==> config.mk <==
export PLATFORM = sky130hd
export DESIGN_NAME = bcr_regs
export DESIGN_NICKNAME = d
export VERILOG_FILES = /design/src/logic/bcr_pkg.sv /design/src/logic/bcr_regs.sv
export SDC_FILE = /design/constraint.sdc
export NUM_CORES = 1
export LEC_CHECK = 0
export BUFFER_PORTS_ARGS = -buffer_cell sky130_fd_sc_hd__buf_2
export CAP_MARGIN = 40
export CORE_ASPECT_RATIO = 1.25
export CORE_UTILIZATION = 30
export CTS_CLUSTER_SIZE = 28
export DETAILED_ROUTE_END_ITERATION = 12
export GPL_TIMING_DRIVEN = 0
export HOLD_SLACK_MARGIN = 0.06
export PLACE_DENSITY_LB_ADDON = 0.2
export SKIP_CTS_REPAIR_TIMING = 1
export SLEW_MARGIN = 10
export SYNTH_ARGS = -nofsm -noshare
export SYNTH_HDL_FRONTEND = slang
export SYNTH_SLANG_ARGS = --single-unit
export TNS_END_PERCENT = 100
==> constraint.sdc <==
create_clock -name clock -period 2.6 [get_ports clock]
set_input_delay 0.52 -clock clock [delete_from_list [all_inputs] [get_ports clock]]
set_output_delay 0.52 -clock clock [all_outputs]
set_load 0.01 [all_outputs]
==> src/logic/bcr_pkg.sv <==
// bcr_pkg: register map, field positions, reset values and timing constants
// for the bootstrap control register bank; assumes a 40 MHz device clock.
package bcr_pkg;

    // ------------------------------------------------------------------
    // register byte offsets (32-bit word bus, 64-bit values span two words)
    // ------------------------------------------------------------------
    localparam logic [11:0] OFS_MAX_RESP_TIME  = 12'h1CC;
    localparam logic [11:0] OFS_MANIFEST_LO    = 12'h1D0;
    localparam logic [11:0] OFS_MANIFEST_HI    = 12'h1D4;
    localparam logic [11:0] OFS_TECH_MAP_LO    = 12'h1D8;
    localparam logic [11:0] OFS_TECH_MAP_HI    = 12'h1DC;
    localparam logic [11:0] OFS_DEV_CFG_LO     = 12'h1E0;
    localparam logic [11:0] OFS_DEV_CFG_HI     = 12'h1E4;
    localparam logic [11:0] OFS_HB_TIMEOUT     = 12'h1E8;
    localparam logic [11:0] OFS_MSG_CHANNEL    = 12'h1EC;
    localparam logic [11:0] OFS_TIME_LO        = 12'h1F0;
    localparam logic [11:0] OFS_TIME_HI        = 12'h1F4;
    localparam logic [11:0] OFS_TIME_LATCH     = 12'h1F8;

    // ------------------------------------------------------------------
    // capability bit positions (capability word is an input of the bank)
    // ------------------------------------------------------------------
    localparam int CAP_ACCESS_PRIV  = 1;
    localparam int CAP_MSG_CHANNEL  = 2;
    localparam int CAP_TIMESTAMP    = 3;
    localparam int CAP_TECH_MAP     = 9;
    localparam int CAP_MULTI_EVENT  = 12;

    // configuration and latch field positions
    localparam int CFG_HB_ENABLE    = 0;
    localparam int CFG_MULTI_EVENT  = 1;
    localparam int LATCH_BIT        = 0;

    // ------------------------------------------------------------------
    // reset values and limits
    // ------------------------------------------------------------------
    localparam logic [31:0] HB_TIMEOUT_RST     = 32'h0000_0BB8;  // 3000 ms
    localparam logic [31:0] MSG_CHANNEL_RST    = 32'h0000_0000;
    localparam logic [63:0] TIME_RST           = 64'h0;
    localparam logic [31:0] MAX_RESP_LIMIT_MS  = 32'h0000_012C;  // 300 ms
    localparam logic [31:0] READ_LIMIT_MS      = 32'h0000_0032;  // 50 ms
    localparam logic [31:0] ZERO32             = 32'h0;
    localparam logic [7:0]  PRIV_AVAILABLE     = 8'h00;

    // ------------------------------------------------------------------
    // timing: 1 ms tick and nanosecond step per clock
    // ------------------------------------------------------------------
    localparam int CLK_PERIOD_PS    = 25000;
    localparam int MS_IN_PS         = 1000000000;
    localparam int MS_CYCLES        = MS_IN_PS / CLK_PERIOD_PS;   // 40000
    localparam logic [63:0] NS_PER_CLK = 64'(CLK_PERIOD_PS / 1000);

    // register access request carried as one bundle
    typedef struct packed {
        logic        wr;
        logic        rd;
        logic [11:0] addr;
        logic [31:0] wdata;
    } bcr_req_s;

endpackage

==> src/logic/bcr_regs.sv <==
// bcr_regs: bootstrap control register bank with heartbeat, message
// channel and nanosecond timestamp; registers are reached over a plain
// strobe port, read data one cycle after the read strobe.
// assumes: synchronous inputs, capability word stable, clk at 40 MHz.
// limitation: stored bits are not re-checked against capability, so a
// capability dropped at run time needs a reset to clear what was set.
//
// Operation
// - pending ack raised before response time elapses
// - advertised response time capped at 300 ms
// - response time read answered next cycle
// - read-only response time word at 0x1CC
// - read-only manifest pointer at 0x1D0
// - tech map pointer only with capability
// - heartbeat enable bit needs privilege capability
// - multi-event bit needs capability, rest zero
// - heartbeat timeout only with privilege capability
// - heartbeat expiry restores link defaults
// - any host access restarts heartbeat
// - heartbeat timeout 32-bit, default 3000 ms
// - message channel number resets to zero
// - zero channel number blocks messages
// - channel register only with capability
// - time register returns last captured count
// - time register resets zero, needs capability
// - expiry returns privilege state to available
// - latch write captures counter, self-clearing
// - privilege capability gates heartbeat registers
`timescale 1ns/1ps
`default_nettype none

module bcr_regs
    import bcr_pkg::*;
#(
    parameter logic [31:0] MAX_RESP_MS  = 32'h0000_0064,     // advertised limit, default 100 ms
    parameter logic [63:0] MANIFEST_PTR = 64'h0000_0000_0000_1000,
    parameter logic [63:0] TECH_MAP_PTR = 64'h0000_0000_0000_2000,
    parameter int          MS_TICK      = MS_CYCLES          // shorten in simulation
) (
    // clock and reset
    input  wire logic        clock,
    input  wire logic        rstn,
    input  wire logic        clk_en,
    // register port
    input  wire logic [11:0] reg_addr,
    input  wire logic [31:0] reg_wdata,
    input  wire logic        reg_wr,
    input  wire logic        reg_rd,
    output var  logic [31:0] reg_rdata,
    // unit side
    input  wire logic [15:0] capability,
    input  wire logic        cmd_start,
    input  wire logic        cmd_done,
    output var  logic        pending_ack,
    output var  logic        hb_expired,
    output var  logic        link_defaults,
    output var  logic        priv_clear,
    output var  logic        multi_event_en,
    output var  logic [31:0] msg_channel_number,
    output var  logic        msg_allowed
);

    // ------------------------------------------------------------------
    // request bundle and capability flags
    // ------------------------------------------------------------------
    bcr_req_s req;                                    // bundled bus request
    assign req = '{wr: reg_wr, rd: reg_rd, addr: reg_addr, wdata: reg_wdata};

    logic cap_priv;                                   // heartbeat/privilege support
    logic cap_msg;                                    // message channel support
    logic cap_ts;                                     // timestamp support
    logic cap_tech;                                   // tech map support
    logic cap_multi;                                  // multi-event support
    assign cap_priv  = capability[CAP_ACCESS_PRIV];
    assign cap_msg   = capability[CAP_MSG_CHANNEL];
    assign cap_ts    = capability[CAP_TIMESTAMP];
    assign cap_tech  = capability[CAP_TECH_MAP];
    assign cap_multi = capability[CAP_MULTI_EVENT];

    // address match, used by both the write and read paths
    function automatic logic hit(input logic [11:0] a, input logic [11:0] ofs);
        hit = (a == ofs);
    endfunction

    // advertised response time, never above the cap
    logic [31:0] max_resp;
    assign max_resp = (MAX_RESP_MS > MAX_RESP_LIMIT_MS) ? MAX_RESP_LIMIT_MS : MAX_RESP_MS;

    // ------------------------------------------------------------------
    // state
    // ------------------------------------------------------------------
    logic        hb_en_ff;                // heartbeat enable
    logic        multi_ff;                // multi-event enable
    logic [31:0] hb_timeout_ff;           // timeout in ms
    logic [31:0] msg_chan_ff;             // message channel number
    logic [63:0] ns_count_ff;             // free-running ns counter
    logic [63:0] time_ff;                 // captured time
    logic [31:0] ms_div_ff;               // clock cycles within a ms
    logic [31:0] hb_left_ff;              // ms left before expiry
    logic [31:0] rdata_ff;                // read data register
    logic        ms_tick;                 // one-cycle ms tick
    logic        host_access;             // any host access this cycle

    assign host_access = req.wr | req.rd;

    // ------------------------------------------------------------------
    // configuration register writes; unsupported bits stay at zero
    // ------------------------------------------------------------------
    always_ff @(posedge clock) begin
        if (!rstn) begin
            hb_en_ff <= 1'b0;
            multi_ff <= 1'b0;
        end else if (clk_en && req.wr && hit(req.addr, OFS_DEV_CFG_LO)) begin
            hb_en_ff <= req.wdata[CFG_HB_ENABLE] & cap_priv;
            multi_ff <= req.wdata[CFG_MULTI_EVENT] & cap_multi;
        end
    end

    // ------------------------------------------------------------------
    // heartbeat timeout and message channel registers
    // ------------------------------------------------------------------
    always_ff @(posedge clock) begin
        if (!rstn) begin
            hb_timeout_ff <= HB_TIMEOUT_RST;
            msg_chan_ff   <= MSG_CHANNEL_RST;
        end else if (clk_en && req.wr) begin
            if (hit(req.addr, OFS_HB_TIMEOUT) && cap_priv) begin
                hb_timeout_ff <= req.wdata;
            end else if (hit(req.addr, OFS_MSG_CHANNEL) && cap_msg) begin
                msg_chan_ff <= req.wdata;
            end
        end
    end

    // ------------------------------------------------------------------
    // nanosecond counter and capture; latch bit is never stored
    // ------------------------------------------------------------------
    always_ff @(posedge clock) begin
        if (!rstn) begin
            ns_count_ff <= TIME_RST;
            time_ff     <= TIME_RST;
        end else if (clk_en) begin
            ns_count_ff <= ns_count_ff + NS_PER_CLK;
            if (cap_ts && req.wr && hit(req.addr, OFS_TIME_LATCH) && req.wdata[LATCH_BIT]) begin
                time_ff <= ns_count_ff;
            end
        end
    end

    // ------------------------------------------------------------------
    // millisecond tick divider
    // ------------------------------------------------------------------
    assign ms_tick = (ms_div_ff == 32'(MS_TICK - 1));
    always_ff @(posedge clock) begin
        if (!rstn) begin
            ms_div_ff <= ZERO32;
        end else if (clk_en) begin
            ms_div_ff <= ms_tick ? ZERO32 : ms_div_ff + 32'h1;
        end
    end

    // ------------------------------------------------------------------
    // heartbeat countdown; a host access reloads, expiry fires once
    // ------------------------------------------------------------------
    always_ff @(posedge clock) begin
        if (!rstn) begin
            hb_left_ff <= HB_TIMEOUT_RST;
            hb_expired <= 1'b0;
        end else if (clk_en) begin
            hb_expired <= 1'b0;
            if (!hb_en_ff || host_access) begin
                hb_left_ff <= hb_timeout_ff;
            end else if (ms_tick && hb_left_ff != ZERO32) begin
                hb_left_ff <= hb_left_ff - 32'h1;
                hb_expired <= (hb_left_ff == 32'h1);
            end
        end
    end

    // ------------------------------------------------------------------
    // expiry effects: link defaults and privilege release, one pulse
    // ------------------------------------------------------------------
    always_ff @(posedge clock) begin
        if (!rstn) begin
            link_defaults <= 1'b0;
            priv_clear    <= 1'b0;
        end else if (clk_en) begin
            link_defaults <= hb_expired;
            priv_clear    <= hb_expired & cap_priv;
        end
    end

    // ------------------------------------------------------------------
    // pending ack: command running past half the advertised time.
    // half leaves margin for the ack packet to get out in time.
    // ------------------------------------------------------------------
    logic        cmd_busy_ff;             // command in execution
    logic [31:0] cmd_ms_ff;               // ms elapsed in command
    always_ff @(posedge clock) begin
        if (!rstn) begin
            cmd_busy_ff <= 1'b0;
            cmd_ms_ff   <= ZERO32;
            pending_ack <= 1'b0;
        end else if (clk_en) begin
            pending_ack <= 1'b0;
            if (cmd_start) begin
                cmd_busy_ff <= 1'b1;
                cmd_ms_ff   <= ZERO32;
            end else if (cmd_done) begin
                cmd_busy_ff <= 1'b0;
            end else if (cmd_busy_ff && ms_tick) begin
                if (cmd_ms_ff + 32'h1 >= (max_resp >> 1)) begin
                    pending_ack <= 1'b1;
                    cmd_ms_ff   <= ZERO32;
                end else begin
                    cmd_ms_ff <= cmd_ms_ff + 32'h1;
                end
            end
        end
    end

    // ------------------------------------------------------------------
    // read path: data stands the cycle after the strobe; unmapped reads 0
    // ------------------------------------------------------------------
    logic [31:0] nxt_rdata;
    always_comb begin
        nxt_rdata = ZERO32;
        if (hit(req.addr, OFS_MAX_RESP_TIME)) begin
            nxt_rdata = max_resp;
        end else if (hit(req.addr, OFS_MANIFEST_LO)) begin
            nxt_rdata = MANIFEST_PTR[31:0];
        end else if (hit(req.addr, OFS_MANIFEST_HI)) begin
            nxt_rdata = MANIFEST_PTR[63:32];
        end else if (hit(req.addr, OFS_TECH_MAP_LO) && cap_tech) begin
            nxt_rdata = TECH_MAP_PTR[31:0];
        end else if (hit(req.addr, OFS_TECH_MAP_HI) && cap_tech) begin
            nxt_rdata = TECH_MAP_PTR[63:32];
        end else if (hit(req.addr, OFS_DEV_CFG_LO)) begin
            nxt_rdata = {30'h0, multi_ff, hb_en_ff};
        end else if (hit(req.addr, OFS_HB_TIMEOUT) && cap_priv) begin
            nxt_rdata = hb_timeout_ff;
        end else if (hit(req.addr, OFS_MSG_CHANNEL) && cap_msg) begin
            nxt_rdata = msg_chan_ff;
        end else if (hit(req.addr, OFS_TIME_LO) && cap_ts) begin
            nxt_rdata = time_ff[31:0];
        end else if (hit(req.addr, OFS_TIME_HI) && cap_ts) begin
            nxt_rdata = time_ff[63:32];
        end
    end

    always_ff @(posedge clock) begin
        if (!rstn) begin
            rdata_ff <= ZERO32;
        end else if (clk_en) begin
            rdata_ff <= req.rd ? nxt_rdata : ZERO32;
        end
    end
    assign reg_rdata = rdata_ff;

    // ------------------------------------------------------------------
    // unit-side config outputs, registered
    // ------------------------------------------------------------------
    always_ff @(posedge clock) begin
        if (!rstn) begin
            multi_event_en     <= 1'b0;
            msg_channel_number <= MSG_CHANNEL_RST;
            msg_allowed        <= 1'b0;
        end else if (clk_en) begin
            multi_event_en     <= multi_ff;
            msg_channel_number <= msg_chan_ff;
            msg_allowed        <= cap_msg && (msg_chan_ff != ZERO32);
        end
    end

    // ------------------------------------------------------------------
    // checks
    // ------------------------------------------------------------------
    property p_resp_cap;
        @(posedge clock) disable iff (!rstn)
        (reg_rd && clk_en && reg_addr == OFS_MAX_RESP_TIME) |=> (reg_rdata <= MAX_RESP_LIMIT_MS);
    endproperty
    a_resp_cap: assert property (p_resp_cap) else $error("response time above cap");

    property p_rd_next;
        @(posedge clock) disable iff (!rstn)
        (reg_rd && clk_en && reg_addr == OFS_MAX_RESP_TIME) |=> (reg_rdata == $past(max_resp));
    endproperty
    a_rd_next: assert property (p_rd_next) else $error("response time read wrong");

    property p_cfg_zero;
        @(posedge clock) disable iff (!rstn)
        (!cap_priv |-> !hb_en_ff) and (!cap_multi |-> !multi_ff);
    endproperty
    a_cfg_zero: assert property (p_cfg_zero) else $error("unsupported config bit set");

    property p_reload;
        @(posedge clock) disable iff (!rstn)
        (clk_en && host_access && hb_en_ff) |=> (hb_left_ff == $past(hb_timeout_ff));
    endproperty
    a_reload: assert property (p_reload) else $error("heartbeat not reloaded");

    property p_no_expire_off;
        @(posedge clock) disable iff (!rstn)
        (!hb_en_ff && clk_en) |=> !hb_expired;
    endproperty
    a_no_expire_off: assert property (p_no_expire_off) else $error("expiry while disabled");

    property p_expiry_fx;
        @(posedge clock) disable iff (!rstn)
        (hb_expired && clk_en) |=> (link_defaults && (priv_clear == $past(cap_priv)));
    endproperty
    a_expiry_fx: assert property (p_expiry_fx) else $error("expiry effects missing");

    property p_msg_zero;
        @(posedge clock) disable iff (!rstn)
        msg_allowed |-> (msg_channel_number != ZERO32);
    endproperty
    a_msg_zero: assert property (p_msg_zero) else $error("messages on channel zero");

    property p_latch;
        @(posedge clock) disable iff (!rstn)
        (clk_en && cap_ts && reg_wr && reg_addr == OFS_TIME_LATCH && reg_wdata[LATCH_BIT])
            |=> (time_ff == $past(ns_count_ff));
    endproperty
    a_latch: assert property (p_latch) else $error("time not captured");

    // ------------------------------------------------------------------
    // checks: read data, pending ack, expiry pulse, capture, freeze
    // ------------------------------------------------------------------
    // read data is zero after any clock-enabled cycle without a read, so a stale
    // word can never be mistaken for a fresh answer
    property p_rd_idle;
        @(posedge clock) disable iff (!rstn)
        (clk_en && !reg_rd) |=> (reg_rdata == ZERO32);
    endproperty
    a_rd_idle: assert property (p_rd_idle) else $error("read data not cleared");

    // a pending ack is only asked for on behalf of a running command
    property p_pend_busy;
        @(posedge clock) disable iff (!rstn)
        pending_ack |-> cmd_busy_ff;
    endproperty
    a_pend_busy: assert property (p_pend_busy) else $error("pending ack while idle");

    // expiry is a single pulse; the countdown rests at zero afterwards
    property p_hb_once;
        @(posedge clock) disable iff (!rstn)
        (hb_expired && clk_en) |=> !hb_expired;
    endproperty
    a_hb_once: assert property (p_hb_once) else $error("expiry repeated");

    // captured time moves only on a latch write, never on its own
    property p_time_hold;
        @(posedge clock) disable iff (!rstn)
        (clk_en && !(reg_wr && reg_addr == OFS_TIME_LATCH)) |=> $stable(time_ff);
    endproperty
    a_time_hold: assert property (p_time_hold) else $error("time changed without latch");

    // the unit sees the channel word one cycle after it is stored
    property p_chan_out;
        @(posedge clock) disable iff (!rstn)
        clk_en |=> (msg_channel_number == $past(msg_chan_ff));
    endproperty
    a_chan_out: assert property (p_chan_out) else $error("channel output lags");

    // clock enable low freezes the counters and the host-written words
    property p_freeze;
        @(posedge clock) disable iff (!rstn)
        !clk_en |=> ($stable(ns_count_ff) && $stable(hb_left_ff) && $stable(msg_chan_ff));
    endproperty
    a_freeze: assert property (p_freeze) else $error("state moved while frozen");

endmodule // bcr_regs

`default_nettype wire
==> impl_metrics.ini <==
[synth]
async_flop_share = 0
synth_top_cell_by_area = dfxtp_1
synth_mux_area_frac = 0.0239
synth_compound_area_frac = 0.154
synth.yosys.seq_area_share = 0.454
synth-xor-area-share = 0.0512
synth_edf_count = 0
synth_top_family_by_area = simple AND/OR/NAND/NOR gates
syn_avg_cell_area_um2 = 8.04
netlist_instances = 1981
synth_top_flop_cell = dfxtp_1
ys_ff_latch = 361
synthTopCellsByArea = dfxtp_1 45%, nand2_1 9.9%, a21oi_1 5.9%
syn_nets = 2054
synth_simple_gate_area_frac = 0.277
synth_fa_ha_area_frac = 0.00472
synth_area_um2 = 15900
ys_warn_count = 0
synth_top_cell_area_share = 0.454
synth_cell_type_count = 73

[global_route]
grt_max_degree = 14
grt.overflow.total = 0
first_global_vias = 14826
grt_pass1_wl_um = 88300
grt_util_all_layers = 0.213
grt_antenna_before_repair = 1

[power]
p_clk_frac = 0.480
power_density_nw_per_um2 = 597
p_int_mw = 8.92
seq_power_share = 0.477
netSwitchingPower_mw = 2.80
p_leak_nw = 7.18
vdd_drop_max_mv = 0.431
power.combinational.fraction = 0.043
switching_share = 0.239

[layout]
layout_commonest_cell = nand2_1
final_cell_mix = 416 x nand2_1, 346 x dfxtp_1, 196 x nor2_1, 178 x a21oi_1, 134 x buf_2
nNetsFinal = 2266
syn2layout_area_growth_pct = 23.3
biggestRegsByFlops = ns_count_ff: 64 flops, time_ff: 64 flops
layout-drive-gt1-share = 0.167
antennaDiodeCount = 0
instances_no_fill = 2892

[route]
routedWlPerCell_um = 20.5
wl_met3_um = 2380
highest_layer = met4
ant_nets = 0
vias = 15330
drcViolationCount = 0
route.layer.met1.wl_um = 23800
met2_length_um = 29900
drtIter0Drc = 1051
vias_per_cell = 5.30
routed_wirelength_um = 59200
first_pass_iters = 8

[job]
max_cap_violations = 0

[clock_tree]
htree_levels = 2
cts.clk_slew.worst_paths_ps = 60
root_buffer = clkbuf_16
clockBufferDepth = 3
cts_tree = yes
clock_latency_ps = 580
cts.sinks = 361
cts_buffers = 41

[critical_path]
required_ps = 3050
ff2ff_setup_slack_ps = -290
crit_arrival_ps = 3340
cp_max_fo = 7
crit_path_start_kind = flop
timing.setup.critical_path_class = reg2reg
crit_chain = or4_4, or4_4, or4_4, o21a_4, o21ai_4, buf_6, nor2_2, o21a_1
path_common_cell = or4_4
slowest_delay_ps = 570
end_kind = flop
worst_path_max_delay_cell = or4_4

[sta]
max_slew.worst_pin.slew_ps = 919
fin_crit_ps = 2890
max_freq_mhz = 346
hold_ws_ps = 206
period_share = 1.11
slew_viol_final = 0
rsz0062_at_grt = true
slew_headroom = 0.387
setup-tns-final_ps = -7050
setup_viol_count_final = 33
hold_viol_final = 0
fin_skew_ps = 20.8
setup_slack_ps = -289

[die]
die_w_um = 208
initial_core_util = 0.303
ios = 137
core_um2 = 52600
core.rowCount = 94
die_area_um2 = 54000
die_h_um = 260

[placed_design]
dp_hpwl_um = 44500
routabilityCongestion = 0.935
numPlacedInstances = 2785
port_buffers = 124

[outcome]
outcome = finished, violations left
violations = negative setup slack

[worst_hold_path]
hold_path_class = in2reg
layer usage:
layer  vias up  track usage
li1       7364            -
met1      7407        0.244
met2       403        0.390
met3       156       0.0235
met4         0        0.108
met5         -            0
final cells by class:
type / count / area [um^2]
inverter: 25 / 93.8
tap: 672 / 841
fill: 5422 / 32900
buffer: 111 / 487
multi-input combinational: 1475 / 8580
sequential: 361 / 7260
clock inverter: 15 / 139
timing repair buffer: 178 / 1100
clock buffer: 55 / 1120
cells by family after synthesis:
kind of cell | count (synthesis)
AO/OA/AOI/OAI | 387
adder cells (fa/ha/maj) | 6
XOR/XNOR | 93
multiplexers | 38
AND/OR/NAND/NOR | 951
flip-flops | 361
buffers and inverters | 145
synth_stat cells (all sizes together), types with 25 or more instances:
library cell,instances
nand2,421
o21ai,53
nor4,34
a21oi,188
xor2,49
clkbuf,108
dfxtp,361
a22oi,37
nor3,34
nor2,198
xnor2,44
mux2i,38
or3,25
nand3,62
inv,25
nand4,48
a222oi,26
and3,36
and2,41
power groups by stage:
stage	Sequential, mW	Clock [mW]	Combinational, mW
after CTS	5.58	5.75	0.467
after global routing	5.58	5.95	0.535
after global placement	5.71	0	0.454
final	5.58	5.62	0.507
after detailed placement	5.71	0	0.465
after floorplan	5.70	0	0.232
final timing paths:
path,from,endpoint,depth (start not counted)
setup / recovery,hb_left_ff[25],hb_left_ff[22],8
hold / removal,reg_wdata[14],hb_timeout_ff[14],3
setup reg to reg,hb_left_ff[25],hb_left_ff[22],8
hold reg to reg,time_ff[3],time_ff[3],2
worst max-delay path, delay by kind of cell (launching register included):
family | cells | cell delay, ps
AOI/OAI and AO/OA | 3 | 660
buffers and inverters | 1 | 200
DFF | 1 | 330
and+or+nand+nor | 4 | 1590
through the flow:
step | power [mW] | setup WS (ps) | utilization | instance area (um^2)
2_1_floorplan | 5.93 | -192 | - | 16000
3_3_place_gp | 6.16 | -1810 | 0.332 | 17500
3_5_place_dp | 6.17 | -1050 | 0.334 | 17600
4_1_cts | 11.8 | -871 | 0.358 | 18800
5_1_grt | 12.1 | -353 | 0.373 | 19600
6_report | 11.7 | -289 | 0.373 | 19600
No activity file was read; power rests on OpenSTA's default activity.
